## src/rtl/sds_cfg.svh

```systemverilog
`ifndef SDS_CFG_SVH
`define SDS_CFG_SVH
// ---------------------------------------------------------------
// configuration bit positions (second bank)
// ---------------------------------------------------------------
`define SDS_CFG_STREAM_EN_BIT   7
`define SDS_CFG_TRANSPORT_BIT   5
// ---------------------------------------------------------------
// frame constants
// ---------------------------------------------------------------
`define SDS_SYNC_BYTE           8'haa
`define SDS_I2C_ADDR            7'h44
`define SDS_SHORT_BYTES         4'h5
`define SDS_LONG_BYTES          4'h8
// ---------------------------------------------------------------
// timing: clock period and durations in ns
// ---------------------------------------------------------------
`define SDS_CLK_NS              10
`define SDS_BIT_NS              10000
`define SDS_EVENT_NS            1600000
`define SDS_BIT_CYC             (`SDS_BIT_NS / `SDS_CLK_NS)
`define SDS_EVENT_CYC           (`SDS_EVENT_NS / `SDS_CLK_NS)
`endif

```

## src/rtl/sds_pkg.sv

```systemverilog
package sds_pkg;
    // one measurement as handed over by the sensing core
    typedef struct packed {
        logic [15:0] count;
        logic [15:0] long_term_average;
        logic        touch;
        logic        prox;
        logic [5:0]  mult;
        logic [7:0]  comp;
        logic [7:0]  counter;
        logic        act_high;
        logic        halt;
        logic        low_power;
        logic        noise;
        logic        zoom;
    } sds_meas_t;

    typedef enum logic [3:0] {
        SDS_IDLE  = 4'b0001,
        SDS_START = 4'b0010,
        SDS_DATA  = 4'b0100,
        SDS_STOP  = 4'b1000
    } sds_state_t;
endpackage : sds_pkg

```

## src/rtl/sds_stream.sv

```systemverilog
`include "sds_cfg.svh"
`timescale 1ns/1ps
`default_nettype none
// What this block does
// - stream only when enable bit 7 set
// - bit 5 picks one-wire or I2C
// - one-wire on touch pin; I2C prox/touch
// - device sends frame after every charge, except one that finds both buffer entries full
// - frame opens with low start bit
// - sync byte 0xaa follows start bit
// - five or eight data bytes follow
// - every byte has start and stop
// - stop is high, no fixed length
// - fixed byte order of frame
// - byte 6 touch, prox, multiplier
// - event pulse low 1.6ms on prox pin
// - I2C target address 0x44
// - raw counts always IIR filtered
// - tuning at start-up and out of range
// - tuning busy flag, events suppressed
// - retune only on large sensitivity loss
// - multiplier and compensation reported in long frames only
module sds_stream
    import sds_pkg::*;
#(
    parameter int BIT_CYC   = `SDS_BIT_CYC,
    parameter int EVENT_CYC = `SDS_EVENT_CYC
) (
    input  wire logic      clk,
    input  wire logic      rst_n,
    input  wire logic      ce,
    input  wire logic [7:0] cfg_bank2,
    input  wire logic      short_mode,
    input  wire logic      event_mode,
    input  wire logic      charge_done,
    input  wire sds_meas_t meas,
    input  wire logic [15:0] raw_count,
    input  wire logic [15:0] range_lo,
    input  wire logic [15:0] range_hi,
    input  wire logic      tune_done,
    output logic           tout_o,
    output logic           tout_oe,
    output logic           pout_o,
    output logic           pout_oe,
    output logic           i2c_sel,
    output logic           tune_busy,
    output logic           touch_out,
    output logic           prox_out,
    output logic [15:0]    filt_count,
    output logic           frame_ready,
    output logic           busy
);
    // refuse timings the counters cannot serve: a zero length would never tick
    if (BIT_CYC < 1 || EVENT_CYC < 1) begin : g_bad_timing
        $error("bad timing parameters");
    end

    // ---------------------------------------------------------------
    // configuration decode
    // ---------------------------------------------------------------
    logic stream_en;
    logic use_i2c;
    assign stream_en = cfg_bank2[`SDS_CFG_STREAM_EN_BIT];
    assign use_i2c   = cfg_bank2[`SDS_CFG_TRANSPORT_BIT];

    // ---------------------------------------------------------------
    // raw filter and tuning
    // ---------------------------------------------------------------
    logic [15:0] filt_r, filt_nxt;
    logic        tune_r, tune_nxt, tch_r, tch_nxt, prx_r, prx_nxt;
    // filter has no bypass: noise must never reach detection
    always_comb begin
        filt_nxt = filt_r;
        tune_nxt = tune_r;
        tch_nxt  = tch_r;
        prx_nxt  = prx_r;
        if (charge_done) begin
            filt_nxt = filt_r - (filt_r >> 2) + (raw_count >> 2);
            // only a large shift retunes; small drift is tracked by filter
            if (filt_r < range_lo || filt_r > range_hi) tune_nxt = 1'b1;
        end
        if (tune_r && tune_done) tune_nxt = 1'b0;
        tch_nxt = tune_r ? 1'b0 : meas.touch;
        prx_nxt = tune_r ? 1'b0 : meas.prox;
    end
    always_ff @(posedge clk or negedge rst_n) begin
        if (!rst_n) begin
            filt_r <= 16'h0000;
            tune_r <= 1'b1; // tuning at start-up
            tch_r  <= 1'b0;
            prx_r  <= 1'b0;
        end else if (ce) begin
            filt_r <= filt_nxt;
            tune_r <= tune_nxt;
            tch_r  <= tch_nxt;
            prx_r  <= prx_nxt;
        end
    end

    // ---------------------------------------------------------------
    // frame assembly into two-entry buffer
    // ---------------------------------------------------------------
    logic [71:0] frame;
    // touch and proximity come from this cycle's masked values, not last cycle's
    always_comb begin
        frame = {`SDS_SYNC_BYTE,
                 meas.count[15:8], meas.count[7:0],
                 meas.long_term_average[15:8], meas.long_term_average[7:0],
                 1'b0, meas.act_high, meas.halt, meas.low_power,
                 tune_r, meas.noise, meas.zoom, 1'b0,
                 tch_nxt, prx_nxt, meas.mult,
                 meas.comp, meas.counter};
    end

    logic [71:0] buf_q [2];
    logic [1:0]  short_q; // frame length chosen at its own charge cycle
    logic [1:0]  cnt_r, cnt_nxt;
    logic        wr_ptr_r, wr_ptr_nxt, rd_ptr_r, rd_ptr_nxt;
    logic        push, pop, buf_rdy, buf_vld;
    assign buf_rdy = (cnt_r != 2'd2);
    assign buf_vld = (cnt_r != 2'd0);
    // a charge cycle with a full buffer is dropped, never overwritten
    assign push = charge_done && stream_en && !use_i2c && buf_rdy;
    always_comb begin
        cnt_nxt    = cnt_r + {1'b0, push} - {1'b0, pop};
        wr_ptr_nxt = wr_ptr_r ^ push;
        rd_ptr_nxt = rd_ptr_r ^ pop;
    end
    always_ff @(posedge clk or negedge rst_n) begin
        if (!rst_n) begin
            cnt_r    <= 2'd0;
            wr_ptr_r <= 1'b0;
            rd_ptr_r <= 1'b0;
        end else if (ce) begin
            cnt_r    <= cnt_nxt;
            wr_ptr_r <= wr_ptr_nxt;
            rd_ptr_r <= rd_ptr_nxt;
        end
    end
    // payload store has no reset: an entry is only read after it was written
    always_ff @(posedge clk) begin
        if (ce && push) begin
            buf_q[wr_ptr_r]   <= frame;
            short_q[wr_ptr_r] <= short_mode;
        end
    end

    // ---------------------------------------------------------------
    // one-wire serialiser
    // ---------------------------------------------------------------
    sds_state_t  st_r, st_nxt;
    logic [71:0] sh_r, sh_nxt;
    logic [3:0]  byte_r, byte_nxt, nbytes_r, nbytes_nxt;
    logic [2:0]  bit_r, bit_nxt;
    logic [31:0] tmr_r, tmr_nxt;
    logic        line_nxt, line_r;
    logic        tick;
    // one bit lasts BIT_CYC cycles; the timer rests at zero while idle
    assign tick = (tmr_r == 32'(BIT_CYC - 1));
    assign pop  = (st_r == SDS_IDLE) && buf_vld && stream_en && !use_i2c;
    always_comb begin
        st_nxt     = st_r;
        sh_nxt     = sh_r;
        byte_nxt   = byte_r;
        nbytes_nxt = nbytes_r;
        bit_nxt    = bit_r;
        tmr_nxt    = (st_r == SDS_IDLE || tick) ? 32'd0 : tmr_r + 32'd1;
        line_nxt   = 1'b1;
        unique case (st_r)
            SDS_IDLE: begin
                if (pop) begin
                    sh_nxt     = buf_q[rd_ptr_r];
                    byte_nxt   = 4'd0;
                    nbytes_nxt = short_q[rd_ptr_r] ? `SDS_SHORT_BYTES : `SDS_LONG_BYTES;
                    st_nxt     = SDS_START;
                end
            end
            SDS_START: begin
                line_nxt = 1'b0; // start bit held low
                if (tick) begin
                    st_nxt  = SDS_DATA;
                    bit_nxt = 3'd0;
                end
            end
            SDS_DATA: begin
                line_nxt = sh_r[71]; // msb first
                if (tick) begin
                    sh_nxt  = {sh_r[70:0], 1'b0};
                    bit_nxt = bit_r + 3'd1;
                    if (bit_r == 3'd7) st_nxt = SDS_STOP;
                end
            end
            SDS_STOP: begin
                line_nxt = 1'b1; // stop bit: one period high here
                if (tick) begin
                    byte_nxt = byte_r + 4'd1;
                    st_nxt   = (byte_r == nbytes_r) ? SDS_IDLE : SDS_START;
                end
            end
        endcase
    end
    always_ff @(posedge clk or negedge rst_n) begin
        if (!rst_n) begin
            st_r     <= SDS_IDLE;
            sh_r     <= 72'h0;
            byte_r   <= 4'h0;
            nbytes_r <= 4'h0;
            bit_r    <= 3'h0;
            tmr_r    <= 32'h0;
            line_r   <= 1'b1;
        end else if (ce) begin
            st_r     <= st_nxt;
            sh_r     <= sh_nxt;
            byte_r   <= byte_nxt;
            nbytes_r <= nbytes_nxt;
            bit_r    <= bit_nxt;
            tmr_r    <= tmr_nxt;
            line_r   <= line_nxt;
        end
    end

    // ---------------------------------------------------------------
    // event pulse on proximity pin
    // ---------------------------------------------------------------
    logic [31:0] ev_r, ev_nxt;
    logic        ev_low;
    always_comb begin
        ev_nxt = (ev_r != 32'd0) ? ev_r - 32'd1 : 32'd0;
        if (event_mode && stream_en && !use_i2c && (tch_nxt != tch_r || prx_nxt != prx_r))
            ev_nxt = 32'(EVENT_CYC);
    end
    assign ev_low = (ev_nxt != 32'd0);
    // a change during a pulse restarts the full low time
    always_ff @(posedge clk or negedge rst_n) begin
        if (!rst_n) ev_r <= 32'd0;
        else if (ce) ev_r <= ev_nxt;
    end

    // ---------------------------------------------------------------
    // registered outputs; I2C engine lives outside, pins steered here
    // ---------------------------------------------------------------
    // outputs except frame_ready take next values so the pins line up with the state they show
    always_ff @(posedge clk or negedge rst_n) begin
        if (!rst_n) begin
            tout_o      <= 1'b1;
            tout_oe     <= 1'b0;
            pout_o      <= 1'b1;
            pout_oe     <= 1'b0;
            i2c_sel     <= 1'b0;
            tune_busy   <= 1'b1;
            touch_out   <= 1'b0;
            prox_out    <= 1'b0;
            filt_count  <= 16'h0;
            frame_ready <= 1'b0;
            busy        <= 1'b0;
        end else if (ce) begin
            tout_o      <= line_nxt;
            tout_oe     <= stream_en && !use_i2c;
            pout_o      <= !ev_low;
            pout_oe     <= stream_en && !use_i2c && event_mode;
            i2c_sel     <= stream_en && use_i2c;
            tune_busy   <= tune_nxt;
            touch_out   <= tch_nxt;
            prox_out    <= prx_nxt;
            filt_count  <= filt_nxt;
            frame_ready <= buf_vld;
            busy        <= (st_nxt != SDS_IDLE);
        end
    end

    // ---------------------------------------------------------------
    // checks
    // ---------------------------------------------------------------
    // assertions watch registered pins where they can, so a broken
    // output stage cannot hide behind correct next-state logic
    a_stream_gated: assert property (@(posedge clk) disable iff (!rst_n)
        ce && !stream_en |=> !tout_oe && !i2c_sel) else $error("pins driven while disabled");
    a_start_low: assert property (@(posedge clk) disable iff (!rst_n)
        ce && st_r == SDS_START |=> !tout_o) else $error("start bit not low");
    a_stop_high: assert property (@(posedge clk) disable iff (!rst_n)
        ce && st_r == SDS_STOP |=> tout_o) else $error("stop bit not high");
    a_sync_first: assert property (@(posedge clk) disable iff (!rst_n)
        ce && pop |=> sh_r[71:64] == `SDS_SYNC_BYTE) else $error("sync byte wrong");
    a_byte_count: assert property (@(posedge clk) disable iff (!rst_n)
        ce && pop && short_q[rd_ptr_r] |=> nbytes_r == `SDS_SHORT_BYTES)
        else $error("short count");
    a_tune_mask: assert property (@(posedge clk) disable iff (!rst_n)
        ce && tune_r |=> !tch_r && !prx_r) else $error("event during tuning");
    a_flag_zero: assert property (@(posedge clk) disable iff (!rst_n)
        ce && st_r == SDS_DATA && byte_r == 4'd5 && (bit_r == 3'd0 || bit_r == 3'd7)
        |-> !sh_r[71]) else $error("flag pad bit set");
    a_i2c_quiet: assert property (@(posedge clk) disable iff (!rst_n)
        ce && stream_en && use_i2c |=> i2c_sel && !tout_oe)
        else $error("one-wire pin driven in i2c mode");
    a_event_low: assert property (@(posedge clk) disable iff (!rst_n)
        ce && ev_low |=> !pout_o) else $error("event pulse not low");

    c_frame: cover property (@(posedge clk) pop);
    c_event: cover property (@(posedge clk) ev_r == 32'(EVENT_CYC));
    c_full: cover property (@(posedge clk) cnt_r == 2'd2);
    c_short: cover property (@(posedge clk) pop && short_q[rd_ptr_r]);
    c_tune_frame: cover property (@(posedge clk) push && tune_r);
endmodule : sds_stream
`default_nettype wire

```

## config.mk

```make
export PLATFORM = sky130hd
export DESIGN_NAME = sds_stream
export DESIGN_NICKNAME = d
export VERILOG_FILES = /design/src/rtl/sds_pkg.sv /design/src/rtl/sds_stream.sv
export VERILOG_INCLUDE_DIRS = /design/src /design/src/rtl
export SDC_FILE = /design/constraint.sdc
export NUM_CORES = 1
export LEC_CHECK = 0
export ABC_AREA = 1
export ABC_CLOCK_PERIOD_IN_PS = 4400
export BUFFER_PORTS_ARGS = -buffer_cell sky130_fd_sc_hd__buf_4
export CAP_MARGIN = 5
export CORE_MARGIN = 2
export CORE_UTILIZATION = 55
export DETAILED_ROUTE_END_ITERATION = 6
export PLACE_DENSITY = 0.75
export SLEW_MARGIN = 0
export SYNTH_ARGS = -nofsm -noshare
export SYNTH_HDL_FRONTEND = slang
export SYNTH_SLANG_ARGS = --single-unit
```

## constraint.sdc

```tcl
create_clock -name clk -period 4.4 [get_ports clk]
set_input_delay 0.88 -clock clk [delete_from_list [all_inputs] [get_ports clk]]
set_output_delay 0.88 -clock clk [all_outputs]
set_load 0.05 [all_outputs]
```

# After elaboration in Yosys (flattened, before gate mapping)
# Memory sizes are Yosys's and may differ from the RTL's.
# Index checks and enable logic that the tools add are counted.
[word_totals]
ram_bits = 124
in_bits = 124
reg_bits = 183
memories = 1
out_inout_bits = 26
word_cells = 121
[mem_list]
columns = ["name", "words", "width", "rd", "rd_clocked_by_memory_dff", "write_ports", "line", "rtl"]
rows = [
  ["buf_q", 2, 62, 1, 0, 1, "sds_stream.sv:115", "logic [71:0] buf_q [2];"],
]
[classes]
reduce_logical = 34
eq_ne = 15
n_bitwise = 2
add_sub_neg = 8
n_lt_le_gt_ge = 5
muxes = 34
[op_table]
columns = ["operator", "n"]
rows = [
  ["2-to-1 mux 72 bit", 2],
  ["case mux 72 bit (2 select lines)", 1],
  ["2-to-1 mux 32 bit", 3],
  ["nonzero test 32 bit", 2],
  ["adder 32 x 1 -> 32 bit (second input constant)", 1],
  ["equality test 32 x 10 -> 1 bit (second input constant)", 1],
  ["2-to-1 mux 4 bit", 8],
  ["subtractor 32 x 1 -> 32 bit (second input constant)", 1],
  ["adder 16 x 14 -> 16 bit", 1],
  ["greater-than comparator 16 bit", 1],
  ["< comparator 16 bit", 1],
  ["2-to-1 mux 16 bit", 1],
  ["case mux 4 bit (4 select lines)", 1],
  ["subtractor 16 x 14 -> 16 bit", 1],
  ["logical AND 1 bit", 15],
  ["AND reduction 4 bit", 3],
  ["nonzero test 2 bit", 6],
  ["2-to-1 mux 1 bit", 10],
  ["inequality test 2 bit (second input constant)", 5],
  ["case mux 4 bit (2 select lines)", 1],
  ["2-to-1 mux 3 bit", 2],
  ["case mux 3 bit (2 select lines)", 1],
  ["AND reduction 3 bit", 2],
  ["adder 4 x 1 -> 4 bit (second input constant)", 1],
  ["21 further kinds", 27],
]

# Logic depth before layout (Yosys ltp)
# Gate-level depths: netlist of run 1.
[depth]
word_depth = 7
depth_mapped = 15
mapped_depth_nobuf = 15

# Worst setup path after synthesis of run 1
# No wires, ideal clock.
[synth_path]
path_type = "input to register"
startpoint = "input cfg_bank2[7]"
endpoint = "memory buf_q[0][0] (netlist name), enable pin"
arrival_time_ns = 3.994
setup_ns = 0.484
slack_ns = -0.079
path_buffers = 0
path_stages = 6
path_cell_list = "inv_1 -> nor2_1 -> nand2_1 -> nor2_1 -> inv_1 -> nor2_1"
[synth_between]
elab_chain_cells = 6
[synth_rtl]
columns = ["element", "line", "rtl"]
rows = [
  ["start: declaration", "sds_stream.sv:32", "input wire logic [7:0] cfg_bank2,"],
  ["logical AND 1 bit (3 in series)", "sds_stream.sv:123", "assign push = charge_done && stream_en && !use_i2c && buf_rdy;"],
  ["logical AND 1 bit", "sds_stream.sv:142", "if (ce && push) begin"],
  ["2-to-1 mux 1 bit", "sds_stream.sv:142", ""],
  ["2-to-1 mux 1 bit (not written as such)", "sds_stream.sv:143", "buf_q[wr_ptr_r] <= frame;"],
  ["end: declaration", "sds_stream.sv:115", ""],
]
# Every way passes these cells.

==> results of run 1 <==
## power by group through the flow
stage / clock network (mW) / registers [mW] / logic [mW]
after global placement: 0 / 4.10 / 4.45
after global routing: 2.93 / 4.17 / 5.30
after CTS: 2.80 / 4.09 / 4.66
final: 2.75 / 4.09 / 4.64
after floorplan: 0 / 4.31 / 3.23
after detailed placement: 0 / 4.13 / 4.62
## worst paths after layout
| kind | to | depth (start not counted) |
|---|---|---|
| setup / recovery | filt_count[13]$_DFFE_PN0P_ | 14 |
| hold / removal | ev_r[26]$_DFFE_PN0P_ | 1 |
| setup reg to reg | filt_count[13]$_DFFE_PN0P_ | 14 |
| hold reg to reg | sh_r[66]$_DFFE_PN0P_ | 2 |
| max in group asynchronous | tune_busy$_DFFE_PN1P_ | 2 |
| min in group clk | sh_r[66]$_DFFE_PN0P_ | 2 |
## synth_stat cells (6+ instances only)
master | n | area (µm²)
a21oi_1 | 57 | 285
a31oi_1 | 66 | 413
buf_2 | 12 | 60.1
clkbuf_1 | 40 | 150
dfrtp_1 | 175 | 4380
edfxtp_1 | 126 | 3780
fa_1 | 14 | 280
ha_1 | 54 | 676
inv_1 | 221 | 830
nand2_1 | 312 | 1170
nand3_1 | 90 | 450
nand4_1 | 18 | 113
nor2_1 | 219 | 822
nor2_2 | 6 | 37.5
nor3_1 | 21 | 105
nor4_1 | 7 | 43.8
o211ai_1 | 64 | 480
o21ai_0 | 100 | 500
o21bai_1 | 7 | 52.6
or2_2 | 59 | 369
xnor2_1 | 7 | 61.3
xor2_1 | 20 | 175
## cell type report
cell class	instances	area, µm²
inverters	226	848
repair buffers	156	1200
well taps	378	473
clock inverters	6	96.3
multi-input cells	1146	6270
flip-flops and latches	305	8270
fillers	2256	9770
clock buffers	55	1000
## worst max-delay path, stage by stage (launching register included)
cell and delay [ps]:
dfrtp_1 430, inv_1 100, fa_1 500, inv_1 40, ha_1 340, a21oi_1 190
nand2_1 120, a21oi_1 300, o21ai_0 200, nand2_1 160, nand2_1 100, nand2_1 90
nand3_1 70, nand3_1 90, o21ai_0 90
## cells by family (layout without fill, tap and decap cells)
family / count (synthesis) / count (layout)
adder cells (fa/ha/maj): 68 / 68
AO/OA/AOI/OAI: 310 / 310
AND/OR/NAND/NOR: 741 / 741
XOR/XNOR: 27 / 27
flip-flops: 305 / 305
buffers and inverters: 287 / 443
## sequential cells by signal, summed over array words and instances (netlist names), 2 cells and up
signal,flops
st_r,4
cnt_r,2
ev_r,32
buf_q,124
filt_count,16
nbytes_r,2
sh_r,72
bit_r,3
short_q,2
byte_r,4
tmr_r,32
## per-stage QoR
stage | power [mW] | std cells | instance area [µm²] | TNS [ps]
floorplan | 7.54 | 1738 | 15600 | -9910
global placement | 8.56 | 2211 | 17100 | 0
detailed placement | 8.75 | 2211 | 17100 | 0
CTS | 11.5 | 2272 | 18200 | 0
global route | 12.4 | 2272 | 18200 | 0
finish | 11.5 | 2272 | 18200 | 0
## metal layers
layer	part of all wire	up-vias
li1	-	6069
met1	0.45	5882
met2	0.49	273
met3	0.045	44
met4	0.017	0
met5	0	-
==> results_dict.tcl, run 1 <==
set metrics [dict create \
    final_util 0.650 \
    crit_fanout 5 \
    routedWlPerCell_um 15.2 \
    avgSynthCellArea_um2 9.00 \
    ys.warnings.count 0 \
    clock_tree.root_cell "clkbuf_16" \
    num-nets-final 2061 \
    grt_overflow 0 \
    pwr-share-clk 0.240 \
    gr-max-usage-layer "met2" \
    synthAdderAreaFrac 0.0611 \
    synth_cells 1738 \
    seq_area_frac_synth 0.528 \
    p_comb_frac 0.404 \
    numCtsBuffers 34 \
    gr-usage-met1 0.311 \
    r2r_slack_ps 1440 \
    area_growth_pct 16.1 \
    post-route-drc-count 0 \
    cts_tree "done" \
    p_leak_nw 8.12 \
    slew-limit-headroom 0.292 \
    cts_buffer_depth 3 \
    use_met2 0.399 \
    rsz0062_at_grt "no" \
    tightest_slew_ps 1060 \
    startpoint "filt_count[2]$_DFFE_PN0P_" \
    clkTransAtPathRegs_ps 60 \
    grt_pass1_wl_um 57500 \
    grt_max_degree 83 \
    final_hold_viol_count 0 \
    diodes 0 \
    worstPathRequired_ps 4780 \
    fp.dieH_um 173 \
    switchingPower_mw 4.55 \
    cp-start-kind "flop" \
    ys_types 43 \
    cts_sinks 305 \
    finalSetupViolations 0 \
    clock_latency_ps 520 \
    synthSimpleGateAreaFrac 0.205 \
    rows 61 \
    drt-pass1-iter-count 5 \
    dp_hpwl_um 23200 \
    cts-resized-gates 0 \
    worst_slack_ps 1440 \
    r2r-start "filt_count[2]$_DFFE_PN0P_" \
    use_met3 0.0358 \
    layout-drive-gt1-share 0.152 \
    final_common_cell "nand2_1" \
    place_congestion 0.919 \
    slew_viol_final 0 \
    min_period_ps 2960 \
    io_pins 150 \
    via_per_inst 5.40 \
    yosys.area_share.xor_xnor 0.0151 \
    whs_ps 427 \
    internal-power_mw 6.94 \
    final_cell_mix "nand2_1 (312), inv_1 (221), nor2_1 (217)" \
    first_global_vias 11900 \
    die_area_um2 29800 \
    synth_area_um2 15600 \
    yosys_register_bits 305 \
    irDropWorstVdd_v 0.000363 \
    synth_edf_count 126 \
    vias 12300 \
    drt_iter0_drc 848 \
    synth_top_family_by_area "simple AND/OR/NAND/NOR gates" \
    synth_flop_cell "dfrtp_1" \
    min_period_over_period 0.673 \
    initial_core_util 0.560 \
    core_area_um2 27900 \
    cp_data_arrival_time_ps 3340 \
    dp_slack_ps 948 \
    io_buffers 141 \
    track_usage 0.232 \
    postCtsSetupBuffers 0 \
    status "finished clean" \
    critical_path_class "reg2reg" \
    min_path_type "in2async" \
    antenna_left 0 \
    netSwitchingFraction 0.396 \
    max_freq_mhz 337 \
    end_kind "flop" \
    antenna_found_initial 0 \
    powerDensity_nw_per_um2 632 \
    power_frac_seq 0.356 \
    h-tree-depth 2 \
    synth_compound_area_frac 0.119 \
    die_w_um 173 \
    async_flop_share 0.587 \
    fin_skew_ps 22.7 \
    maxCapViolCount 0 \
    ctsHoldBuffers 0 \
    finalWirelength_um 34400 \
    synth.mux.area_fraction 0 \
    synth_fp_nets 1930 \
]
(Power assumes the default switching activity.)
==> run 2, diff against run 1 <==
--- a/config.mk
+++ b/config.mk
@@ -7,7 +7,7 @@
 export NUM_CORES = 1
 export LEC_CHECK = 0
 export ABC_AREA = 1
-export ABC_CLOCK_PERIOD_IN_PS = 4400
+export ABC_CLOCK_PERIOD_IN_PS = 2730
 export BUFFER_PORTS_ARGS = -buffer_cell sky130_fd_sc_hd__buf_4
 export CAP_MARGIN = 5
 export CORE_MARGIN = 2
==> constraint.sdc (replaced) <==
create_clock -name clk -period 2.73 [get_ports clk]
set_input_delay 0.546 -clock clk [delete_from_list [all_inputs] [get_ports clk]]
set_output_delay 0.546 -clock clk [all_outputs]
set_load 0.05 [all_outputs]
==> results_dict.tcl, run 2 (synthesis gave the netlist of run 1 again) <==
set metrics [dict create \
    worst_slack_ps 192 \
    grt_overflow 0 \
    h-tree-depth 2 \
    critical_path_class "reg2reg" \
    area_growth_pct 19.8 \
    slew-limit-headroom 0.590 \
    status "finished clean" \
    powerDensity_nw_per_um2 1040 \
    crit_chain "inv_1, fa_1, fa_1, inv_2, a21oi_1, o21ai_1, buf_4, a21oi_1, inv_1, a21oi_1, or2_2, a31oi_1" \
    crit_family "adder cells" \
    gr-usage-met1 0.330 \
    rsz0062_at_grt "yes" \
    numCtsBuffers 34 \
    dp_hpwl_um 25400 \
    top_register "buf_q" \
    max_freq_mhz 394 \
    cp_data_arrival_time_ps 2980 \
    final_cell_mix "nand2_1 (312), inv_1 (219), nor2_1 (217)" \
    first_global_vias 12500 \
    num-nets-final 2111 \
    core_area_um2 27900 \
    finalWirelength_um 35900 \
    rows 61 \
    crit_slowest_cell "fa_1" \
    crit_fanout 4 \
    worstPathRequired_ps 3170 \
    io_buffers 141 \
    clock_latency_ps 530 \
    irDropWorstVdd_v 0.000951 \
    cts_tree "done" \
    fin_skew_ps 16.7 \
    die_w_um 173 \
    grt_max_degree 61 \
    io_pins 150 \
    largest_register_ffs 124 \
    cp_common_cell "a21oi_1" \
    vias 12500 \
    end_kind "flop" \
    via_per_inst 5.37 \
    dp_slack_ps -185 \
    placed_area_um2 17500 \
    min_period_over_period 0.930 \
    final_hold_viol_count 0 \
    finalSetupViolations 0 \
    rr_worst_depth 12 \
    cp_slowest_stage_delay_ps 520 \
    antenna_left 0 \
    antenna_found_initial 0 \
    finalPower_mw 19.4 \
    routedWlPerCell_um 15.5 \
    use_met3 0.0339 \
    maxCapViolCount 0 \
    initial_core_util 0.560 \
    min_path_type "in2async" \
    drt_iter0_drc 748 \
    gr-max-usage-layer "met2" \
    cp.depth 12 \
    drt-pass1-iter-count 5 \
    reg.largest.list "buf_q x124, sh_r x72" \
    nFillCells 2235 \
    grt_pass1_wl_um 60400 \
    die_area_um2 29800 \
    clock_tree.root_cell "clkbuf_16" \
    fin_area_um2 18700 \
    whs_ps 28.6 \
    ctsHoldBuffers 0 \
    post-route-drc-count 0 \
    min_period_ps 2540 \
    slew_viol_final 0 \
    diodes 0 \
    cts_sinks 305 \
    clkTransAtPathRegs_ps 60 \
    track_usage 0.245 \
    fp.dieH_um 173 \
    p_leak_nw 8.41 \
    cts_buffer_depth 3 \
    critical_path_buf_inv_count 4 \
    layout-drive-gt1-share 0.183 \
    tightest_slew_ps 616 \
    use_met2 0.416 \
    cp-start-kind "flop" \
    final_common_cell "nand2_1" \
    place_congestion 0.913 \
]
==> run 2: cell types whose count changed in the layout (fill, tap and decap cells not counted), sizes merged <==
cell,before,now
inv,228,229
buf,155,205
clkinv,3,7
bufinv,1,4
clkbuf,56,46
clkinvlp,0,2
==> run 2: area by class of cell <==
class / instances / area, µm² / share of cell area
clock inverters: 16 / 229 / 0.0122
well taps: 378 / 473 / 0.0252
multi-input cells: 1146 / 6290 / 0.336
repair buffers: 206 / 1690 / 0.0902
inverters: 226 / 848 / 0.0453
flip-flops and latches: 305 / 8280 / 0.442
clock buffers: 45 / 932 / 0.0497
==> run 2: stage by stage <==
stage               utilization  std cells  TNS (ps)
global placement          0.628       2258      -233
global route              0.671       2322     -14.1
detailed placement        0.628       2258      -477
CTS                       0.669       2319         0
floorplan                     -       1738    -46060
finish                    0.671       2322         0
==> run 2: worst paths after layout <==
path / start / slack [ps] / endpoint
max in group asynchronous: rst_n / 2000 / ev_r[10]$_DFFE_PN0P_
setup reg to reg: filt_count[1]$_DFFE_PN0P_ / 190 / filt_count[10]$_DFFE_PN0P_
min in group clk: meas[20] / 200 / buf_q[0][15]$_DFFE_PP_
hold reg to reg: sh_r[69]$_DFFE_PN0P_ / 490 / sh_r[70]$_DFFE_PN0P_
hold / removal: rst_n / 30 / i2c_sel$_DFFE_PN0P_
setup / recovery: filt_count[1]$_DFFE_PN0P_ / 190 / filt_count[10]$_DFFE_PN0P_
==> run 2: power by group <==
group	total, mW	switching [mW]	internal, mW
clock network	4.70	1.88	2.82
logic	8.13	4.91	3.22
registers	6.62	0.825	5.79
==> run 2: routing by layer <==
| layer | vias up | routed length (µm) |
|---|---|---|
| li1 | 6166 | - |
| met1 | 5954 | 16000 |
| met2 | 273 | 17600 |
| met3 | 66 | 1520 |
| met4 | 0 | 810 |
| met5 | - | 0 |
==> run 2: what timing repair did <==
item | CTS | global route
endpoints found under the setup margin | 0 | 6
resized for setup | 0 | 12
buffers inserted | 0 | 3
==> run 2: worst reg2reg max path, cell delays in order, from the launching register on <==
cell and delay, ps:
dfrtp_2 380, inv_1 60, fa_1 520, fa_1 450
inv_2 80, a21oi_1 70, o21ai_1 130, buf_4 150
a21oi_1 90, inv_1 60, a21oi_1 70, or2_2 280
a31oi_1 120
